[src/wdt_rst_defines.svh]
// Offsets, reset values, keys and timing counts of the watchdog and reset control.
// Assumes inclusion by bare name from the design, checker and bench files.
`ifndef WDT_RST_DEFINES_SVH
`define WDT_RST_DEFINES_SVH
`define OFS_WATCHDOG_CONTROL 12'h000
`define OFS_RESET_CAUSE_FLAGS 12'h004
`define OFS_LOWVOLT_CONTROL 12'h008
`define OFS_STATUS 12'h00C
`define OFS_COMMAND 12'h010
`define WATCHDOG_CONTROL_RESET 8'h57
`define LOW_VOLTAGE_RESET_CONTROL_RESET 8'h5A
`define WDT_KEY_OFF 5'h15
`define WDT_KEY_ON 5'h0A
`define LV_KEY_ON 8'h5A
`define LV_KEY_OFF 8'hA5
`define KEY_POS 3
`define SEL_POS 0
`define CMD_CLRWDT_BIT 0
`define CMD_HALT_BIT 1
`define CMD_WAKE_BIT 2
`define FAULT_DELAY_DEF 16
`define LV_FILTER_DEF 4
`define RST_PULSE_CYC 4
`endif

[src/wdt_rst_pkg.sv]
// Types shared by the watchdog and reset control.
// Assumes the defines header is on the include path.
package wdt_rst_pkg;
    typedef struct packed {
        logic [4:0] wdt_enable_key;
        logic [2:0] wdt_period_sel;
    } wdt_ctrl_s;
    typedef enum logic [1:0] {
        RUN_ST = 2'b00,
        FAULT_WAIT_ST = 2'b01,
        RESET_ST = 2'b10
    } seq_e;
    typedef struct packed {
        wdt_ctrl_s watchdog_control;
        logic [7:0] lowvolt_select_key;
        logic lowvolt_reset_flag;
        logic lowvolt_key_fault_flag;
        logic wdt_key_fault_flag;
        logic timeout_flag;
        logic powerdown_flag;
        logic standby;
        logic [7:0] prescale;
        logic [7:0] wdt_count;
        logic [15:0] fault_cnt;
        logic [15:0] lv_cnt;
        logic [3:0] rst_cnt;
        seq_e seq;
        logic wdt_fault_pend;
        logic lv_fault_pend;
        logic pc_sp_clear;
        logic [31:0] prdata;
        logic pready;
    } state_s;
endpackage : wdt_rst_pkg
[src/watchdog_and_reset_control.sv]
// Watchdog timer and reset control, registers on APB.
// Assumes clk_i is the slow internal oscillator and reset_i is power-on reset.
`include "wdt_rst_defines.svh"
`timescale 1ns/1ps
`default_nettype none
module watchdog_and_reset_control
    import wdt_rst_pkg::*;
#(
    parameter int FAULT_DELAY_CYC = `FAULT_DELAY_DEF,
    parameter int LV_FILTER_CYC = `LV_FILTER_DEF
) (
    input wire logic clk_i,
    input wire logic reset_i,
    input wire logic clk_en_i,
    input wire logic psel_i,
    input wire logic penable_i,
    input wire logic pwrite_i,
    input wire logic [11:0] paddr_i,
    input wire logic [31:0] pwdata_i,
    output logic [31:0] prdata_o,
    output logic pready_o,
    output logic pslverr_o,
    input wire logic low_supply_i,
    output logic device_reset_o,
    output logic pc_sp_clear_o,
    output logic wdt_running_o,
    output logic lowvolt_armed_o
);
    initial begin
        if (FAULT_DELAY_CYC < 1 || FAULT_DELAY_CYC > 65535 || LV_FILTER_CYC < 1 || LV_FILTER_CYC > 65535) begin
            $error("Delay parameters out of range");
        end
    end

    localparam logic [15:0] FAULT_LAST = 16'(FAULT_DELAY_CYC - 1);
    localparam logic [15:0] LV_LAST = 16'(LV_FILTER_CYC);

    state_s cur_ff;
    state_s nxt_st;
    logic lsup_meta_ff;
    logic lsup_sync_ff;

    logic access;
    logic wr;
    logic rd;
    logic hit_watchdog_control;
    logic hit_flags;
    logic hit_low_voltage_reset_control;
    logic hit_status;
    logic hit_cmd;
    logic wdt_key_bad;
    logic lv_key_bad;
    logic wdt_on;
    logic lv_on;
    logic tick;
    logic [7:0] pre_mask;
    logic do_clr;
    logic do_halt;
    logic do_wake;
    logic overflow;

    // Low supply comes from an analog comparator outside this domain
    always_ff @(posedge clk_i or posedge reset_i) begin
        if (reset_i) begin
            lsup_meta_ff <= 1'b0;
            lsup_sync_ff <= 1'b0;
        end else if (clk_en_i) begin
            lsup_meta_ff <= low_supply_i;
            lsup_sync_ff <= lsup_meta_ff;
        end
    end

    always_comb begin
        // One transfer per access phase: the cycle that shows pready takes nothing again
        access = psel_i && penable_i && !cur_ff.pready;
        wr = access && pwrite_i;
        rd = access && !pwrite_i;
        hit_watchdog_control = paddr_i == `OFS_WATCHDOG_CONTROL;
        hit_flags = paddr_i == `OFS_RESET_CAUSE_FLAGS;
        hit_low_voltage_reset_control = paddr_i == `OFS_LOWVOLT_CONTROL;
        hit_status = paddr_i == `OFS_STATUS;
        hit_cmd = paddr_i == `OFS_COMMAND;
        wdt_key_bad = cur_ff.watchdog_control.wdt_enable_key != `WDT_KEY_ON
            && cur_ff.watchdog_control.wdt_enable_key != `WDT_KEY_OFF;
        lv_key_bad = cur_ff.lowvolt_select_key != `LV_KEY_ON
            && cur_ff.lowvolt_select_key != `LV_KEY_OFF;
        wdt_on = cur_ff.watchdog_control.wdt_enable_key == `WDT_KEY_ON && cur_ff.seq == RUN_ST;
        lv_on = cur_ff.lowvolt_select_key == `LV_KEY_ON && !cur_ff.standby;
        // Divide 2^n ahead of a fixed 2^8 count; CLRWDT clears the prescaler along with the count
        pre_mask = 8'((9'h001 << cur_ff.watchdog_control.wdt_period_sel) - 9'h001);
        tick = wdt_on && ((cur_ff.prescale & pre_mask) == pre_mask);
        overflow = tick && cur_ff.wdt_count == 8'hFF;
        do_clr = wr && hit_cmd && pwdata_i[`CMD_CLRWDT_BIT];
        do_halt = wr && hit_cmd && pwdata_i[`CMD_HALT_BIT];
        do_wake = wr && hit_cmd && pwdata_i[`CMD_WAKE_BIT];
    end

    always_comb begin
        nxt_st = cur_ff;
        nxt_st.pready = access;
        nxt_st.pc_sp_clear = 1'b0;
        if (rd) begin
            unique case (1'b1)
                hit_watchdog_control: nxt_st.prdata = {24'h000000, cur_ff.watchdog_control};
                hit_flags: nxt_st.prdata = {29'h00000000, cur_ff.lowvolt_reset_flag,
                    cur_ff.lowvolt_key_fault_flag, cur_ff.wdt_key_fault_flag};
                hit_low_voltage_reset_control: nxt_st.prdata = {24'h000000, cur_ff.lowvolt_select_key};
                hit_status: nxt_st.prdata = {27'h0000000, cur_ff.standby, wdt_on,
                    cur_ff.seq != RUN_ST, cur_ff.timeout_flag, cur_ff.powerdown_flag};
                default: nxt_st.prdata = 32'h00000000;
            endcase
        end
        if (wr && hit_watchdog_control) begin
            nxt_st.watchdog_control = pwdata_i[7:0];
        end
        if (wr && hit_low_voltage_reset_control) begin
            nxt_st.lowvolt_select_key = pwdata_i[7:0];
        end
        // Software may only clear; a cause in the same cycle wins below
        if (wr && hit_flags) begin
            nxt_st.wdt_key_fault_flag = cur_ff.wdt_key_fault_flag & pwdata_i[0];
            nxt_st.lowvolt_key_fault_flag = cur_ff.lowvolt_key_fault_flag & pwdata_i[1];
            nxt_st.lowvolt_reset_flag = cur_ff.lowvolt_reset_flag & pwdata_i[2];
        end
        if (do_wake) begin
            nxt_st.standby = 1'b0;
        end
        if (tick) begin
            nxt_st.prescale = cur_ff.prescale + 8'h01;
            if ((cur_ff.prescale & pre_mask) == pre_mask) begin
                nxt_st.prescale = cur_ff.prescale & ~pre_mask;
                nxt_st.wdt_count = cur_ff.wdt_count + 8'h01;
            end
        end else if (wdt_on) begin
            nxt_st.prescale = cur_ff.prescale + 8'h01;
        end
        if (do_clr) begin
            nxt_st.wdt_count = 8'h00;
            nxt_st.prescale = 8'h00;
            nxt_st.powerdown_flag = 1'b0;
        end
        if (do_halt) begin
            nxt_st.wdt_count = 8'h00;
            nxt_st.prescale = 8'h00;
            nxt_st.powerdown_flag = 1'b1;
            nxt_st.timeout_flag = 1'b0;
            nxt_st.standby = 1'b1;
        end
        if (lv_on && lsup_sync_ff) begin
            if (cur_ff.lv_cnt != LV_LAST) begin
                nxt_st.lv_cnt = cur_ff.lv_cnt + 16'h0001;
            end
        end else begin
            nxt_st.lv_cnt = 16'h0000;
        end
        if (overflow) begin
            nxt_st.timeout_flag = 1'b1;
            nxt_st.wdt_count = 8'h00;
            if (cur_ff.standby) begin
                nxt_st.pc_sp_clear = 1'b1;
                nxt_st.standby = 1'b0;
            end
        end
        unique case (cur_ff.seq)
            RUN_ST: begin
                if (overflow && !cur_ff.standby) begin
                    nxt_st.seq = RESET_ST;
                    nxt_st.rst_cnt = 4'h0;
                end else if (cur_ff.lv_cnt == LV_LAST) begin
                    nxt_st.seq = RESET_ST;
                    nxt_st.rst_cnt = 4'h0;
                    nxt_st.lowvolt_reset_flag = 1'b1;
                    nxt_st.lv_cnt = 16'h0000;
                end else if (wdt_key_bad || lv_key_bad) begin
                    nxt_st.seq = FAULT_WAIT_ST;
                    nxt_st.fault_cnt = 16'h0000;
                    nxt_st.wdt_fault_pend = wdt_key_bad;
                    nxt_st.lv_fault_pend = lv_key_bad;
                    nxt_st.wdt_count = 8'h00;
                    nxt_st.prescale = 8'h00;
                end
            end
            FAULT_WAIT_ST: begin
                nxt_st.fault_cnt = cur_ff.fault_cnt + 16'h0001;
                if (cur_ff.fault_cnt == FAULT_LAST) begin
                    nxt_st.seq = RESET_ST;
                    nxt_st.rst_cnt = 4'h0;
                    nxt_st.wdt_key_fault_flag = cur_ff.wdt_key_fault_flag | cur_ff.wdt_fault_pend;
                    nxt_st.lowvolt_key_fault_flag = cur_ff.lowvolt_key_fault_flag
                        | cur_ff.lv_fault_pend;
                    if (cur_ff.lv_fault_pend) begin
                        nxt_st.lowvolt_select_key = `LOW_VOLTAGE_RESET_CONTROL_RESET;
                    end
                    if (cur_ff.wdt_fault_pend) begin
                        nxt_st.watchdog_control = `WATCHDOG_CONTROL_RESET;
                    end
                end
            end
            RESET_ST: begin
                // Device reset held a few cycles; key registers keep their values
                nxt_st.rst_cnt = cur_ff.rst_cnt + 4'h1;
                nxt_st.wdt_count = 8'h00;
                nxt_st.prescale = 8'h00;
                nxt_st.standby = 1'b0;
                if (cur_ff.rst_cnt == 4'(`RST_PULSE_CYC - 1)) begin
                    nxt_st.seq = RUN_ST;
                end
            end
            default: nxt_st.seq = RUN_ST;
        endcase
    end

    always_ff @(posedge clk_i or posedge reset_i) begin
        if (reset_i) begin
            cur_ff <= '0;
            cur_ff.watchdog_control <= `WATCHDOG_CONTROL_RESET;
            cur_ff.lowvolt_select_key <= `LOW_VOLTAGE_RESET_CONTROL_RESET;
            cur_ff.seq <= RUN_ST;
        end else if (clk_en_i) begin
            cur_ff <= nxt_st;
        end
    end

    // Power-on: PC cleared and ports driven high by the core while reset_i is high
    assign device_reset_o = reset_i || cur_ff.seq == RESET_ST;
    assign pc_sp_clear_o = cur_ff.pc_sp_clear;
    assign wdt_running_o = wdt_on;
    assign lowvolt_armed_o = lv_on;
    assign prdata_o = cur_ff.prdata;
    assign pready_o = cur_ff.pready;
    assign pslverr_o = cur_ff.pready && !(hit_watchdog_control || hit_flags || hit_low_voltage_reset_control || hit_status || hit_cmd);
endmodule : watchdog_and_reset_control
`default_nettype wire

[config.mk]
export PLATFORM = sky130hd
export DESIGN_NAME = watchdog_and_reset_control
export DESIGN_NICKNAME = d
export VERILOG_FILES = /design/src/wdt_rst_pkg.sv /design/src/watchdog_and_reset_control.sv
export VERILOG_INCLUDE_DIRS = /design/src
export SDC_FILE = /design/constraint.sdc
export NUM_CORES = 1
export LEC_CHECK = 0
export ABC_CLOCK_PERIOD_IN_PS = 3000
export BUFFER_PORTS_ARGS = -buffer_cell sky130_fd_sc_hd__buf_4
export CAP_MARGIN = 15
export CORE_ASPECT_RATIO = 1.75
export CORE_MARGIN = 1.5
export CORE_UTILIZATION = 57
export CTS_CLUSTER_SIZE = 10
export DETAILED_ROUTE_END_ITERATION = 8
export PLACE_DENSITY = 0.81
export SKIP_LAST_GASP = 1
export SLEW_MARGIN = 20
export SYNTH_ARGS = -nofsm -noshare
export SYNTH_HDL_FRONTEND = slang
export SYNTH_SLANG_ARGS = --single-unit
[constraint.sdc]
create_clock -name clk_i -period 3 [get_ports clk_i]
set_input_delay 0.3 -clock clk_i [delete_from_list [all_inputs] [get_ports clk_i]]
set_output_delay 0.3 -clock clk_i [all_outputs]
set_load 0.01 [all_outputs]
======== After elaboration in Yosys (flattened, before gate mapping) ========
Cells that the tools add are included.
word-level totals
  register bits after elaboration ......... 114
  bits in latches ......................... 0
  bits in writable memories ............... 0
  ROM bits ................................ 0
  input bits .............................. 51
  output and inout port bits .............. 38
  memories kept ........................... 0
operators by class
  $add $sub $neg .......................... 6
  multiply operators ...................... 0
  div/mod/pow operators ................... 0
  magnitude comparators ................... 0
  equal/unequal tests ..................... 25
  shifts and indexed selects .............. 1
  muxes and demuxes ....................... 44
  bitwise logic cells ..................... 10
  reduce and logical (&&, ||, !) cells .... 44
operators with widths
  kind                   number
  $mux 16                7
  $mux 32                2
  $mux 8                 8
  $pmux 16 s2            2
  $mux 48                1
  $add 16x1->16 const B  2
  $pmux 8 s4             1
  $eq 12x4->1 const B    2
  $logic_and 1x1->1      20
  $mux 20                1
  $mux 19                1
  $add 8x1->8 const B    2
  $and 8x8->8            2
  $eq 16x3->1 const B    1
  $eq 16x4->1 const B    1
  $ne 16x3->1 const B    1
  $eq 12x3->1 const B    1
  $eq 12x5->1 const B    1
  $logic_not 12->1       1
  $mux 6                 2
  $pmux 4 s3             1
  $mux 1                 11
  $reduce_and 5->1       2
  $eq 8x7->1 const B     1
  other kinds (32)       56

======== Depth between registers and ports, before layout ========
Gate-level depths: netlist of the first run.
  depth in word-level cells ............... 13
  depth in mapped cells ................... 11
  gate-level depth less buffers ........... 9

======== Worst setup path before layout of the first run ========
OpenSTA, ideal clock, no wires.
  kind .................................... reg-to-reg
  start point ............................. reg cur_ff[36] in the netlist's numbering
  end point ............................... reg cur_ff[86] in the netlist's numbering
  library setup time ...................... 0.064 ns
  data arrival time ....................... 2.356 ns
  slack ................................... 0.580 ns
  cell stages (with the launch flop) ...... 11
  path buffers ............................ 1
  cells stage by stage .................... dfrtp_1 -> inv_1 -> ha_1 -> clkbuf_1 -> nand2_1 -> nand4b_2 -> nor3_4 -> nand3_4 -> a21o_4 -> or4_1 -> a21bo_1
on the way
  word-level cells in the longest chain between the ends .. 10
  elaborated cells on any way between the ends .. 14
RTL lines
  what                                         line                                                                 source
  start, declared                              watchdog_and_reset_control.sv:38                                     state_s cur_ff;
  start signal, assigned                       watchdog_and_reset_control.sv:220                                    cur_ff <= nxt_st;
  $logic_not 2->1                              watchdog_and_reset_control.sv:87, watchdog_and_reset_control.sv:164
  $logic_and 1x1->1                            watchdog_and_reset_control.sv:87                                     wdt_on = cur_ff.watchdog_control.wdt_enable_key == `WDT_KEY_ON && cur_ff.seq == RUN_ST;
  $mux 8 or $logic_and 1x1->1 (tied branches)  watchdog_and_reset_control.sv:134, watchdog_and_reset_control.sv:91
  $mux 8                                       watchdog_and_reset_control.sv:128                                    if (tick) begin
  $mux 16                                      watchdog_and_reset_control.sv:137                                    if (do_clr) begin
  $mux 19                                      watchdog_and_reset_control.sv:142                                    if (do_halt) begin
  $mux 32                                      watchdog_and_reset_control.sv:174                                    end else if (wdt_key_bad || lv_key_bad) begin
  $mux 32                                      watchdog_and_reset_control.sv:169                                    end else if (cur_ff.lv_cnt == LV_LAST) begin
  $mux 48                                      watchdog_and_reset_control.sv:166                                    if (overflow && !cur_ff.standby) begin
  $pmux 16 s2 *                                watchdog_and_reset_control.sv:164                                    unique case (cur_ff.seq)
Every way passes the cells marked *; elsewhere a longest branch is shown, timed or not. The select of a mux whose other input is x is not followed.
A chain may end at the register's enable or synchronous reset.

======== Final worst setup path of the first run ========
  start point ............................. reg cur_ff[42] in the netlist's numbering
  end point ............................... reg cur_ff[64] in the netlist's numbering
on the way
  word-level cells in the longest chain between the ends .. 3
RTL lines
  what                        line
  $eq 16x3->1                 watchdog_and_reset_control.sv:169
  $ne 2x2->1 (no line)        --
  $reduce_and 5->1 (no line)  --
Every way passes these cells.

==> results of run 1 <==
==> state kept, by name, summed over array words and instances, names as in the netlist <==
signal         count
prdata_o           8
lsup_sync_ff       1
lsup_meta_ff       1
cur_ff            77
pc_sp_clear_o      1
pready_o           1
==> cell usage after synthesis, types with 3 or more instances <==
master | instances | share of area
a21o_1 | 8 | 0.011
a21oi_1 | 23 | 0.021
a22o_1 | 8 | 0.013
a22oi_1 | 3 | 0.0042
a311oi_1 | 3 | 0.0049
a31oi_1 | 4 | 0.0046
and2_1 | 7 | 0.0081
and3_1 | 10 | 0.012
buf_1 | 3 | 0.0021
buf_2 | 6 | 0.0056
buf_4 | 32 | 0.045
clkbuf_1 | 11 | 0.0077
dfrtp_1 | 80 | 0.37
dfstp_2 | 9 | 0.044
ha_1 | 10 | 0.023
inv_1 | 23 | 0.016
mux2_2 | 9 | 0.019
mux2i_1 | 14 | 0.026
mux4_2 | 3 | 0.013
nand2_1 | 75 | 0.052
nand2b_1 | 5 | 0.0058
nand3_1 | 38 | 0.035
nand3b_1 | 4 | 0.0056
nand4_1 | 14 | 0.016
nor2_1 | 31 | 0.022
nor2b_1 | 5 | 0.0058
nor3_1 | 13 | 0.012
nor3b_1 | 5 | 0.0070
nor4_1 | 11 | 0.013
nor4b_1 | 4 | 0.0065
o211ai_1 | 4 | 0.0056
o21ai_0 | 42 | 0.039
o21ai_1 | 3 | 0.0028
o22ai_1 | 4 | 0.0046
o2bb2ai_1 | 3 | 0.0049
o31ai_1 | 7 | 0.0097
or2_2 | 3 | 0.0035
or3_1 | 10 | 0.012
or4_1 | 4 | 0.0056
xor2_1 | 4 | 0.0065
==> layout by cell type, fill, tap and decap left out, types with 5 or more instances in the layout <==
master	synthesis	layout
nand3_1	38	38
buf_4	32	52
nor2_1	31	31
a21o_1	8	8
or3_1	10	10
nor3b_1	5	5
nor4_1	11	11
nand2b_1	5	5
a21oi_1	23	23
o21ai_0	42	42
nand2_1	75	75
nand4_1	14	14
nor3_1	13	13
clkbuf_16	0	9
mux2_2	9	9
nor2b_1	5	5
dfrtp_1	80	80
ha_1	10	10
inv_1	23	22
dfstp_2	9	9
mux2i_1	14	14
conb_1	1	24
and2_1	7	7
and3_1	10	10
o31ai_1	7	7
a22o_1	8	8
==> layout make-up <==
class | count | area (sq um)
Fill cell | 770 | 3122
Clock buffer | 10 | 229.0
Clock inverter | 6 | 82.58
Inverter | 23 | 87.58
Sequential cell | 89 | 2238
Timing Repair Buffer | 53 | 410.4
Multi-Input combinational cell | 451 | 2831
Tap cell | 120 | 150.1
==> report_power, final <==
part           internal [mW]  leakage, nW  switching (mW)
Sequential              1.25         1.19          0.0558
Clock                  0.725        0.152           0.468
Combinational          0.214         1.44           0.394
Total                   2.19         2.78           0.918
==> worst register-to-register path, delay by kind of cell, from the launching register on <==
kind,cells,cell delay [ns]
AOI/OAI and AO/OA,2,0.51
adders and majority gates,1,0.20
buffers and inverters,1,0.06
DFF,1,0.40
and+or+nand+nor,5,1.50
==> kinds of logic after synthesis <==
kind of cell             Yosys count  share of synthesized area
XOR/XNOR                           6                   0.009745
adder cells (fa/ha/maj)           10                    0.02320
AO/OA/AOI/OAI                    133                     0.1687
buffers and inverters             75                    0.07587
multiplexers                      26                    0.05731
other                              1                  0.0006954
flip-flops                        89                     0.4151
AND/OR/NAND/NOR                  252                     0.2494
==> repair_timing <==
action	4_1_cts	5_1_grt
setup endpoints to repair	0	6
endpoints found under the hold margin	0	0
gates resized for setup	0	1
==> stage by stage <==
step	hold slack [ns]	area, sq um	utilization	total power, mW
after floorplan	0.4234	5479	-	1.757
after global placement	0.4452	5718	0.6248	1.896
after detailed placement	0.4530	5718	0.6248	1.923
after CTS	0.08128	6030	0.6589	3.112
after global routing	0.09637	6030	0.6589	3.240
final	0.04988	6030	0.6589	3.106
==> worst paths after layout <==
| check | from | depth (start not counted) | to | slack [ns] |
|---|---|---|---|---|
| max in group asynchronous | reset_i | 3 | cur_ff[108] | 2.55 |
| worst min register to register | pc_sp_clear_o | 1 | pc_sp_clear_o | 0.49 |
| worst max-delay path | cur_ff[42] | 9 | cur_ff[64] | 0.25 |
| worst min-delay path | reset_i | 3 | lsup_sync_ff | 0.05 |
| min in group clk_i | low_supply_i | 2 | lsup_meta_ff | 0.19 |
| worst max register to register | cur_ff[42] | 9 | cur_ff[64] | 0.25 |
==> routing by layer <==
metal,GRT usage,vias to the layer above,routed length [um]
li1,-,2178,-
met1,0.3119,2297,5002
met2,0.4737,129,6938
met3,0.04375,24,508
met4,0.1451,0,321
met5,0,-,0
==> impl_metrics.yaml, run 1 <==
status:
  status: "finished clean"
yosys:
  ys_warn_count: 0
  synth_ff_type: "dfrtp_1"
  syn_inst: 592
  yosysSeqAreaShare: 0.4151
  synthArstFlopShare: 1.000
  syn_avg_cell_area_sq_um: 9.109
  synth_edf_count: 0
  yosys_register_bits: 89
  synth.distinct_cells: 71
  synth_area_sq_um: 5393
sta:
  fin_skew_ns: 0.01096
  hold_viol: 0
  final_max_slew_viol_count: 0
  rsz0062_at_grt: "no"
  worst_slew_pin_slew_ns: 0.6397
  post-route-min-period_ns: 2.748
  setup-tns-final_ns: 0
  max_freq_mhz: 363.9
  setup_viol: 0
  worst_slack_ns: 0.2516
  finalCritPeriodShare: 0.9161
  slew_headroom: 0.5712
power:
  ir_worst_vdd_uv: 537.2
  p_leak_nw: 2.780
  powerDensity_nw_per_um2: 515.1
clock_network:
  cts_hold_buffers: 0
  clk_latency_ns: 0.35
  cts_buffers: 9
  htree_levels: 3
  clkSinkCount: 89
  cts_root_buf: "clkbuf_16"
  clockBufferDepth: 2
  postCtsSetupRepairBufs: 0
  cts.clk_slew.worst_paths_ns: 0.07
  cts_tree: "done"
setup_path:
  path_max_fanout: 8
  required_ns: 3.27
  slowest_delay_ns: 0.49
  crit_chain: "inv_1, ha_1, nor4b_1, nand4_1, nand2_1, nor2_1, a31oi_1, or3_1, a21oi_1"
  worstSetupPathType: "flop to flop"
  crit_family: "simple AND/OR/NAND/NOR gates"
  start_kind: "flop"
  arrival_ns: 3.02
  critical_path.endpoint_type: "flop"
  cpMaxStageDelayCell: "nor2_1"
  critPathBufInv: 1
floorplanning:
  die_area_sq_um: 10080
  start_util: 0.5893
  placeableCoreArea_sq_um: 9151
  ios: 89
  rows: 46
  die_h_um: 131.7
  dieWidth_um: 76.53
layout:
  antenna_cells: 0
  stdcell_count: 752
  layout.nets: 688
  syn2layout_area_growth_pct: 11.81
  layout-drive-gt1-share: 0.1725
drt:
  post_drt_via_cell_ratio: 6.154
  vias: 4628
  drtPass1Iterations: 6
  wirelength_um: 12770
  drt_iter0_markers: 293
  final_antenna_net_count: 0
  drcViolationCount: 0
  avgRoutedWirePerCell_um: 16.98
hold_path:
  hp-class: "primary input to asynchronous set/reset pin"
placement:
  post-place-ws_ns: 0.3046
  port_buffers: 40
  hpwl_um: 9206
  gp_congestion: 0.8485
  dp.cells: 736
grt:
  track_usage: 0.2707
  antenna_found_initial: 0
  grt_pass1_vias: 4710
  grt_pass1_wl_um: 22090
  grt_overflow: 0
  grt_max_degree: 90
job:
  drv_cap: 0
Note: power is estimated with default switching activity, not from simulation.
==> run 2: changes to the inputs <==
--- a/config.mk
+++ b/config.mk
@@ -6,12 +6,13 @@
 export SDC_FILE = /design/constraint.sdc
 export NUM_CORES = 1
 export LEC_CHECK = 0
+export ABC_AREA = 1
 export ABC_CLOCK_PERIOD_IN_PS = 3000
 export BUFFER_PORTS_ARGS = -buffer_cell sky130_fd_sc_hd__buf_4
 export CAP_MARGIN = 15
 export CORE_ASPECT_RATIO = 1.75
 export CORE_MARGIN = 1.5
-export CORE_UTILIZATION = 57
+export CORE_UTILIZATION = 58
 export CTS_CLUSTER_SIZE = 10
 export DETAILED_ROUTE_END_ITERATION = 8
 export PLACE_DENSITY = 0.81
==> run 2 against run 1 <==
Net effect:
- clock-buffer cell count unchanged
- maximum frequency is 20% higher
- via count rose by 17%
- cell count up 32%
- critical endpoint is now cur_ff[62]
- largest cell class unchanged
==> impl_metrics.yaml, run 2 <==
yosys:
  synth.most_common_cell: "nand2_1"
  synth_ff_type: "dfrtp_1"
  synthArstFlopShare: 1.000
  synth_edf_count: 0
  ys_warn_count: 0
  syn_inst: 833
  synth_top_cell_area_share: 0.3304
  synth.area.top_cells: "dfrtp_1, nand2_1, nand3_1"
  synth.distinct_cells: 43
  syn_avg_cell_area_sq_um: 7.274
  ys_top_cells_by_count: "nand2_1, inv_1, dfrtp_1, nand3_1, nor2_1"
  synth_area_sq_um: 6060
  yosys_register_bits: 89
  yosysSeqAreaShare: 0.3694
  synth_top_area_cell: "dfrtp_1"
floorplanning:
  die_area_sq_um: 11090
  dieWidth_um: 80.27
  ios: 89
  start_util: 0.5918
  rows: 49
  placeableCoreArea_sq_um: 10240
  die_h_um: 138.2
grt:
  track_usage: 0.2568
  grt_pass1_vias: 5191
  antenna_found_initial: 0
  grt_pass1_wl_um: 22870
  grt_overflow: 0
  grt_max_degree: 43
clock_network:
  clk_latency_ns: 0.34
  htree_levels: 3
  cts_tree: "done"
  cts.clk_slew.worst_paths_ns: 0.06
  postCtsSetupRepairBufs: 0
  clockBufferDepth: 2
  cts_resized: 0
  clkSinkCount: 89
  cts_hold_buffers: 0
  cts_root_buf: "clkbuf_16"
  cts_buffers: 9
sta:
  slew_headroom: 0.4671
  post-route-min-period_ns: 2.298
  setup_viol: 0
  finalCritPeriodShare: 0.7661
  final_max_slew_viol_count: 0
  rsz0062_at_grt: "no"
  max_freq_mhz: 435.1
  hold_viol: 0
  fin_skew_ns: 0.008888
  worst_slew_pin_slew_ns: 0.7950
  setup-tns-final_ns: 0
drt:
  drtPass1Iterations: 7
  drcViolationCount: 0
  drt_iter0_markers: 345
  vias: 5428
  final_antenna_net_count: 0
  post_drt_via_cell_ratio: 5.455
  avgRoutedWirePerCell_um: 13.55
  wirelength_um: 13490
layout:
  layout.nets: 924
  top_register: "cur_ff"
  final_cell_mix: "nand2_1, inv_1, dfrtp_1"
  syn2layout_area_growth_pct: 8.590
  layout-drive-gt1-share: 0.1359
  stdcell_count: 995
  final_common_cell: "nand2_1"
  antenna_cells: 0
  largest_register_ffs: 77
  num-fill-cells: 918
power:
  ir_worst_vdd_uv: 457.2
  powerDensity_nw_per_um2: 476.9
  p_leak_nw: 3.225
hold_path:
  hp-class: "primary input to asynchronous set/reset pin"
placement:
  port_buffers: 40
  hpwl_um: 10070
  dp.cells: 979
  gp_congestion: 0.8668
job:
  drv_cap: 0
setup_path:
  critical_path.endpoint_type: "flop"
  arrival_ns: 2.56
  start_kind: "flop"
  required_ns: 3.26
  worstSetupPathType: "flop to flop"
  path_max_fanout: 32
status:
  status: "finished clean"
## run 2: changes by cell type after synthesis, sizes merged, moves of 12 or more
| cell | previous run | this run |
|---|---|---|
| xor2 | 4 | 21 |
| mux2i | 14 | 0 |
| inv | 23 | 98 |
| a21oi | 23 | 11 |
| nand2 | 75 | 244 |
| nand3 | 39 | 77 |
| nor2 | 32 | 74 |
| o21ai | 45 | 66 |
## run 2: worst max-delay path, stage by stage (launching register included)
cell	delay (ns)
dfrtp_1	0.42
inv_1	0.10
ha_1	0.35
inv_2	0.15
nor2_8	0.22
nand4_4	0.15
o21bai_4	0.18
nand2_4	0.09
nand2_4	0.34
nand2_1	0.13
o21ai_2	0.07
## run 2: metrics by stage
step	hold slack, ns	instance area [sq um]	total power, mW	setup WS [ns]	util
global route	0.1175	6580	3.290	0.4592	0.6427
floorplan	0.4166	6146	1.909	0.2198	-
detailed placement	0.4450	6282	2.020	0.7206	0.6136
finish	0.06511	6580	3.138	0.7017	0.6427
CTS	0.07842	6580	3.161	0.6929	0.6427
global placement	0.4375	6282	2.011	0.7793	0.6136
## run 2: logic make-up after synthesis
kind of cell | after synthesis | share of synthesized area
and+or+nand+nor | 456 | 0.3448
buffers and inverters | 148 | 0.1210
AOI/OAI and AO/OA | 100 | 0.1016
DFF | 89 | 0.3694
xor gates and xnor gates | 29 | 0.04192
adders and majority gates | 10 | 0.02065
other | 1 | 0.0006189
## run 2: cell type report
class                      count  area [sq um]  share of cell area
clock inverter                 6         68.82             0.01046
inverter                      99         372.9             0.05666
tap                          127         158.9             0.02415
timing repair buffer          45         337.8             0.05134
sequential                    89          2238              0.3402
clock buffer                  10         229.0             0.03480
multi-input combinational    619          3174              0.4824
## run 2: final timing paths
kind	slack [ns]	endpoint	from	cells after the start
max	0.70	cur_ff[62]	cur_ff[37]	10
min	0.07	cur_ff[66]	reset_i	2
max reg2reg	0.70	cur_ff[62]	cur_ff[37]	10
min reg2reg	0.48	cur_ff[41]	cur_ff[41]	2
max in group asynchronous	2.11	lsup_sync_ff	reset_i	3
min in group clk_i	0.17	lsup_meta_ff	low_supply_i	3
## run 2: where the power goes
group,switching [mW],leakage [nW],internal (mW),total (mW)
sequential,0.0531,1.18,1.26,1.31
clock,0.486,0.143,0.649,1.14
combinational,0.510,1.90,0.184,0.694
total,1.05,3.23,2.09,3.14
## run 2: routing by layer
layer	GRT usage	wire, um
met5	0	0
met4	0.1252	494
met3	0.03036	452
met2	0.4666	7332
met1	0.2858	5208
==> run 3: changes to the inputs <==
--- a/config.mk
+++ b/config.mk
@@ -7,7 +7,7 @@
 export NUM_CORES = 1
 export LEC_CHECK = 0
 export ABC_AREA = 1
-export ABC_CLOCK_PERIOD_IN_PS = 3000
+export ABC_CLOCK_PERIOD_IN_PS = 2350
 export BUFFER_PORTS_ARGS = -buffer_cell sky130_fd_sc_hd__buf_4
 export CAP_MARGIN = 15
 export CORE_ASPECT_RATIO = 1.75
==> constraint.sdc (replaced) <==
create_clock -name clk_i -period 2.35 [get_ports clk_i]
set_input_delay 0.235 -clock clk_i [delete_from_list [all_inputs] [get_ports clk_i]]
set_output_delay 0.235 -clock clk_i [all_outputs]
set_load 0.01 [all_outputs]
==> run 3 against run 2 <==
Net effect:
- total power is 34% higher
- register-to-register slack worse by 0.45 ns
- sequential share of layout area is 0.55 points lower
- non-clock buffer count is 7 higher
- core utilization is 1.1 points higher
- critical path depth is 1 higher
- clock-buffer cell count is 1 lower
- hold slack better by 0.030 ns
- cell count is 0.70% higher
- critical endpoint is now cur_ff[37]
==> impl_metrics.yaml, run 3 (synthesis gave the netlist of run 2 again) <==
layout:
  largest_register_ffs: 77
  layout.nets: 931
  layout-drive-gt1-share: 0.1429
  stdcell_count: 1002
  top_register: "cur_ff"
  syn2layout_area_growth_pct: 10.39
  final_common_cell: "nand2_1"
  final_cell_mix: "nand2_1, inv_1, dfrtp_1"
  antenna_cells: 0
clock_network:
  clockBufferDepth: 2
  htree_levels: 3
  cts_buffers: 9
  cts.clk_slew.worst_paths_ns: 0.07
  cts_tree: "done"
  clkSinkCount: 89
  cts_root_buf: "clkbuf_16"
  clk_latency_ns: 0.35
drt:
  avgRoutedWirePerCell_um: 14.00
  vias: 5468
  drcViolationCount: 0
  drt_iter0_markers: 349
  final_antenna_net_count: 0
  drtPass1Iterations: 5
  wirelength_um: 14030
  post_drt_via_cell_ratio: 5.457
floorplanning:
  start_util: 0.5918
  placeableCoreArea_sq_um: 10240
  die_area_sq_um: 11090
  rows: 49
  die_h_um: 138.2
  dieWidth_um: 80.27
  ios: 89
setup_path:
  start_kind: "flop"
  crit_path_end: "cur_ff[37]"
  path_max_fanout: 10
  slowest_delay_ns: 0.52
  regToRegEndpoint: "cur_ff[37]"
  reg2reg_from: "cur_ff[108]"
  worstSetupPathType: "flop to flop"
  required_ns: 2.59
  arrival_ns: 2.34
  cpMaxStageDelayCell: "dfstp_2"
  r2r_cells: 11
  crit_top_cell: "nand3_1"
  reg2reg_slack_ns: 0.25
  critical_path.endpoint_type: "flop"
  crit_chain: "inv_1, nor2_1, nand3_2, nor2_8, inv_2, nor2_4, nand3_1, nand3_1, nand3_1, nand2_1, nand2_1"
  crit_start: "cur_ff[108]"
sta:
  fin_skew_ns: 0.01028
  finalCritPeriodShare: 0.8935
  final_max_slew_viol_count: 0
  post-route-min-period_ns: 2.100
  setup-tns-final_ns: 0
  hold_viol: 0
  max_freq_mhz: 476.3
  slew_headroom: 0.5874
  rsz0062_at_grt: "no"
  setup_viol: 0
  worst_slew_pin_slew_ns: 0.6176
status:
  status: "finished clean"
hold_path:
  hp-class: "primary input to flop"
power:
  p_leak_nw: 3.276
  p_total_mw: 4.208
  ir_worst_vdd_uv: 544.2
  powerDensity_nw_per_um2: 629.1
placement:
  port_buffers: 40
  gp_congestion: 0.8787
  hpwl_um: 10280
  dp.cells: 985
grt:
  grt_overflow: 0
  grt_pass1_wl_um: 23570
  track_usage: 0.2664
  grt_max_degree: 40
  grt_pass1_vias: 5191
  antenna_found_initial: 0
job:
  drv_cap: 0
run 3: changes by cell type in the layout (fill, tap and decap cells not counted), sizes merged:
| cell | change |
|---|---|
| clkinvlp | +1 |
| inv | +2 |
| bufinv | +1 |
| clkbuf | -1 |
| buf | +6 |
| dlygate4sd3 | +1 |
| clkinv | -3 |
run 3: layout make-up:
class	count	area (sq um)
clock inverter	7	102.6
sequential	89	2238
timing repair buffer	52	405.4
inverter	99	375.4
clock buffer	9	225.2
fill	921	3550
multi-input combinational	619	3183
tap	127	158.9
run 3: through the flow:
stage                     worst slack [ns]  hold WS (ns)  instance area, sq um  utilization
after floorplan                     0.2741        0.3516                  6150            -
after global placement              0.2471        0.3467                  6342       0.6195
after detailed placement            0.2076        0.3509                  6342       0.6195
after CTS                           0.1747       0.09589                  6680       0.6525
after global routing               0.03009        0.1123                  6689       0.6533
final                               0.2503       0.09483                  6689       0.6533
run 3: power breakdown:
| part | switching [mW] | leakage (nW) | internal, mW |
|---|---|---|---|
| clock | 0.650 | 0.157 | 0.943 |
| sequential | 0.0660 | 1.18 | 1.60 |
| combinational | 0.672 | 1.94 | 0.274 |
| total | 1.39 | 3.28 | 2.82 |
run 3: repair_timing:
action	in CTS	in global routing
buffers inserted	0	0
endpoints found under the hold margin	16	0
gates resized for setup	0	1
hold buffers	1	0
endpoints found under the setup margin	0	11
run 3: per-layer routing:
layer	up-vias	wire length, um	global-route usage
met5	-	0	0
met4	0	348	0.09619
met3	27	457	0.03234
met2	145	7802	0.4962
met1	2574	5417	0.3002
li1	2722	-	-
run 3: how the worst min path moves through the flow:
stage,from,endpoint,slack (ns),depth (start not counted)
after global placement,reset_i,cur_ff[103],0.35,2
after floorplan,low_supply_i,lsup_meta_ff,0.35,2
after global routing,low_supply_i,lsup_meta_ff,0.11,3
after detailed placement,reset_i,cur_ff[103],0.35,2
final,low_supply_i,lsup_meta_ff,0.09,3
after CTS,low_supply_i,lsup_meta_ff,0.1,3
run 3: critical path: cells and delay by family (launching register included):
kind | cells | cell delay, ns
buffers and inverters | 2 | 0.19
DFF | 1 | 0.52
and+or+nand+nor | 9 | 1.27
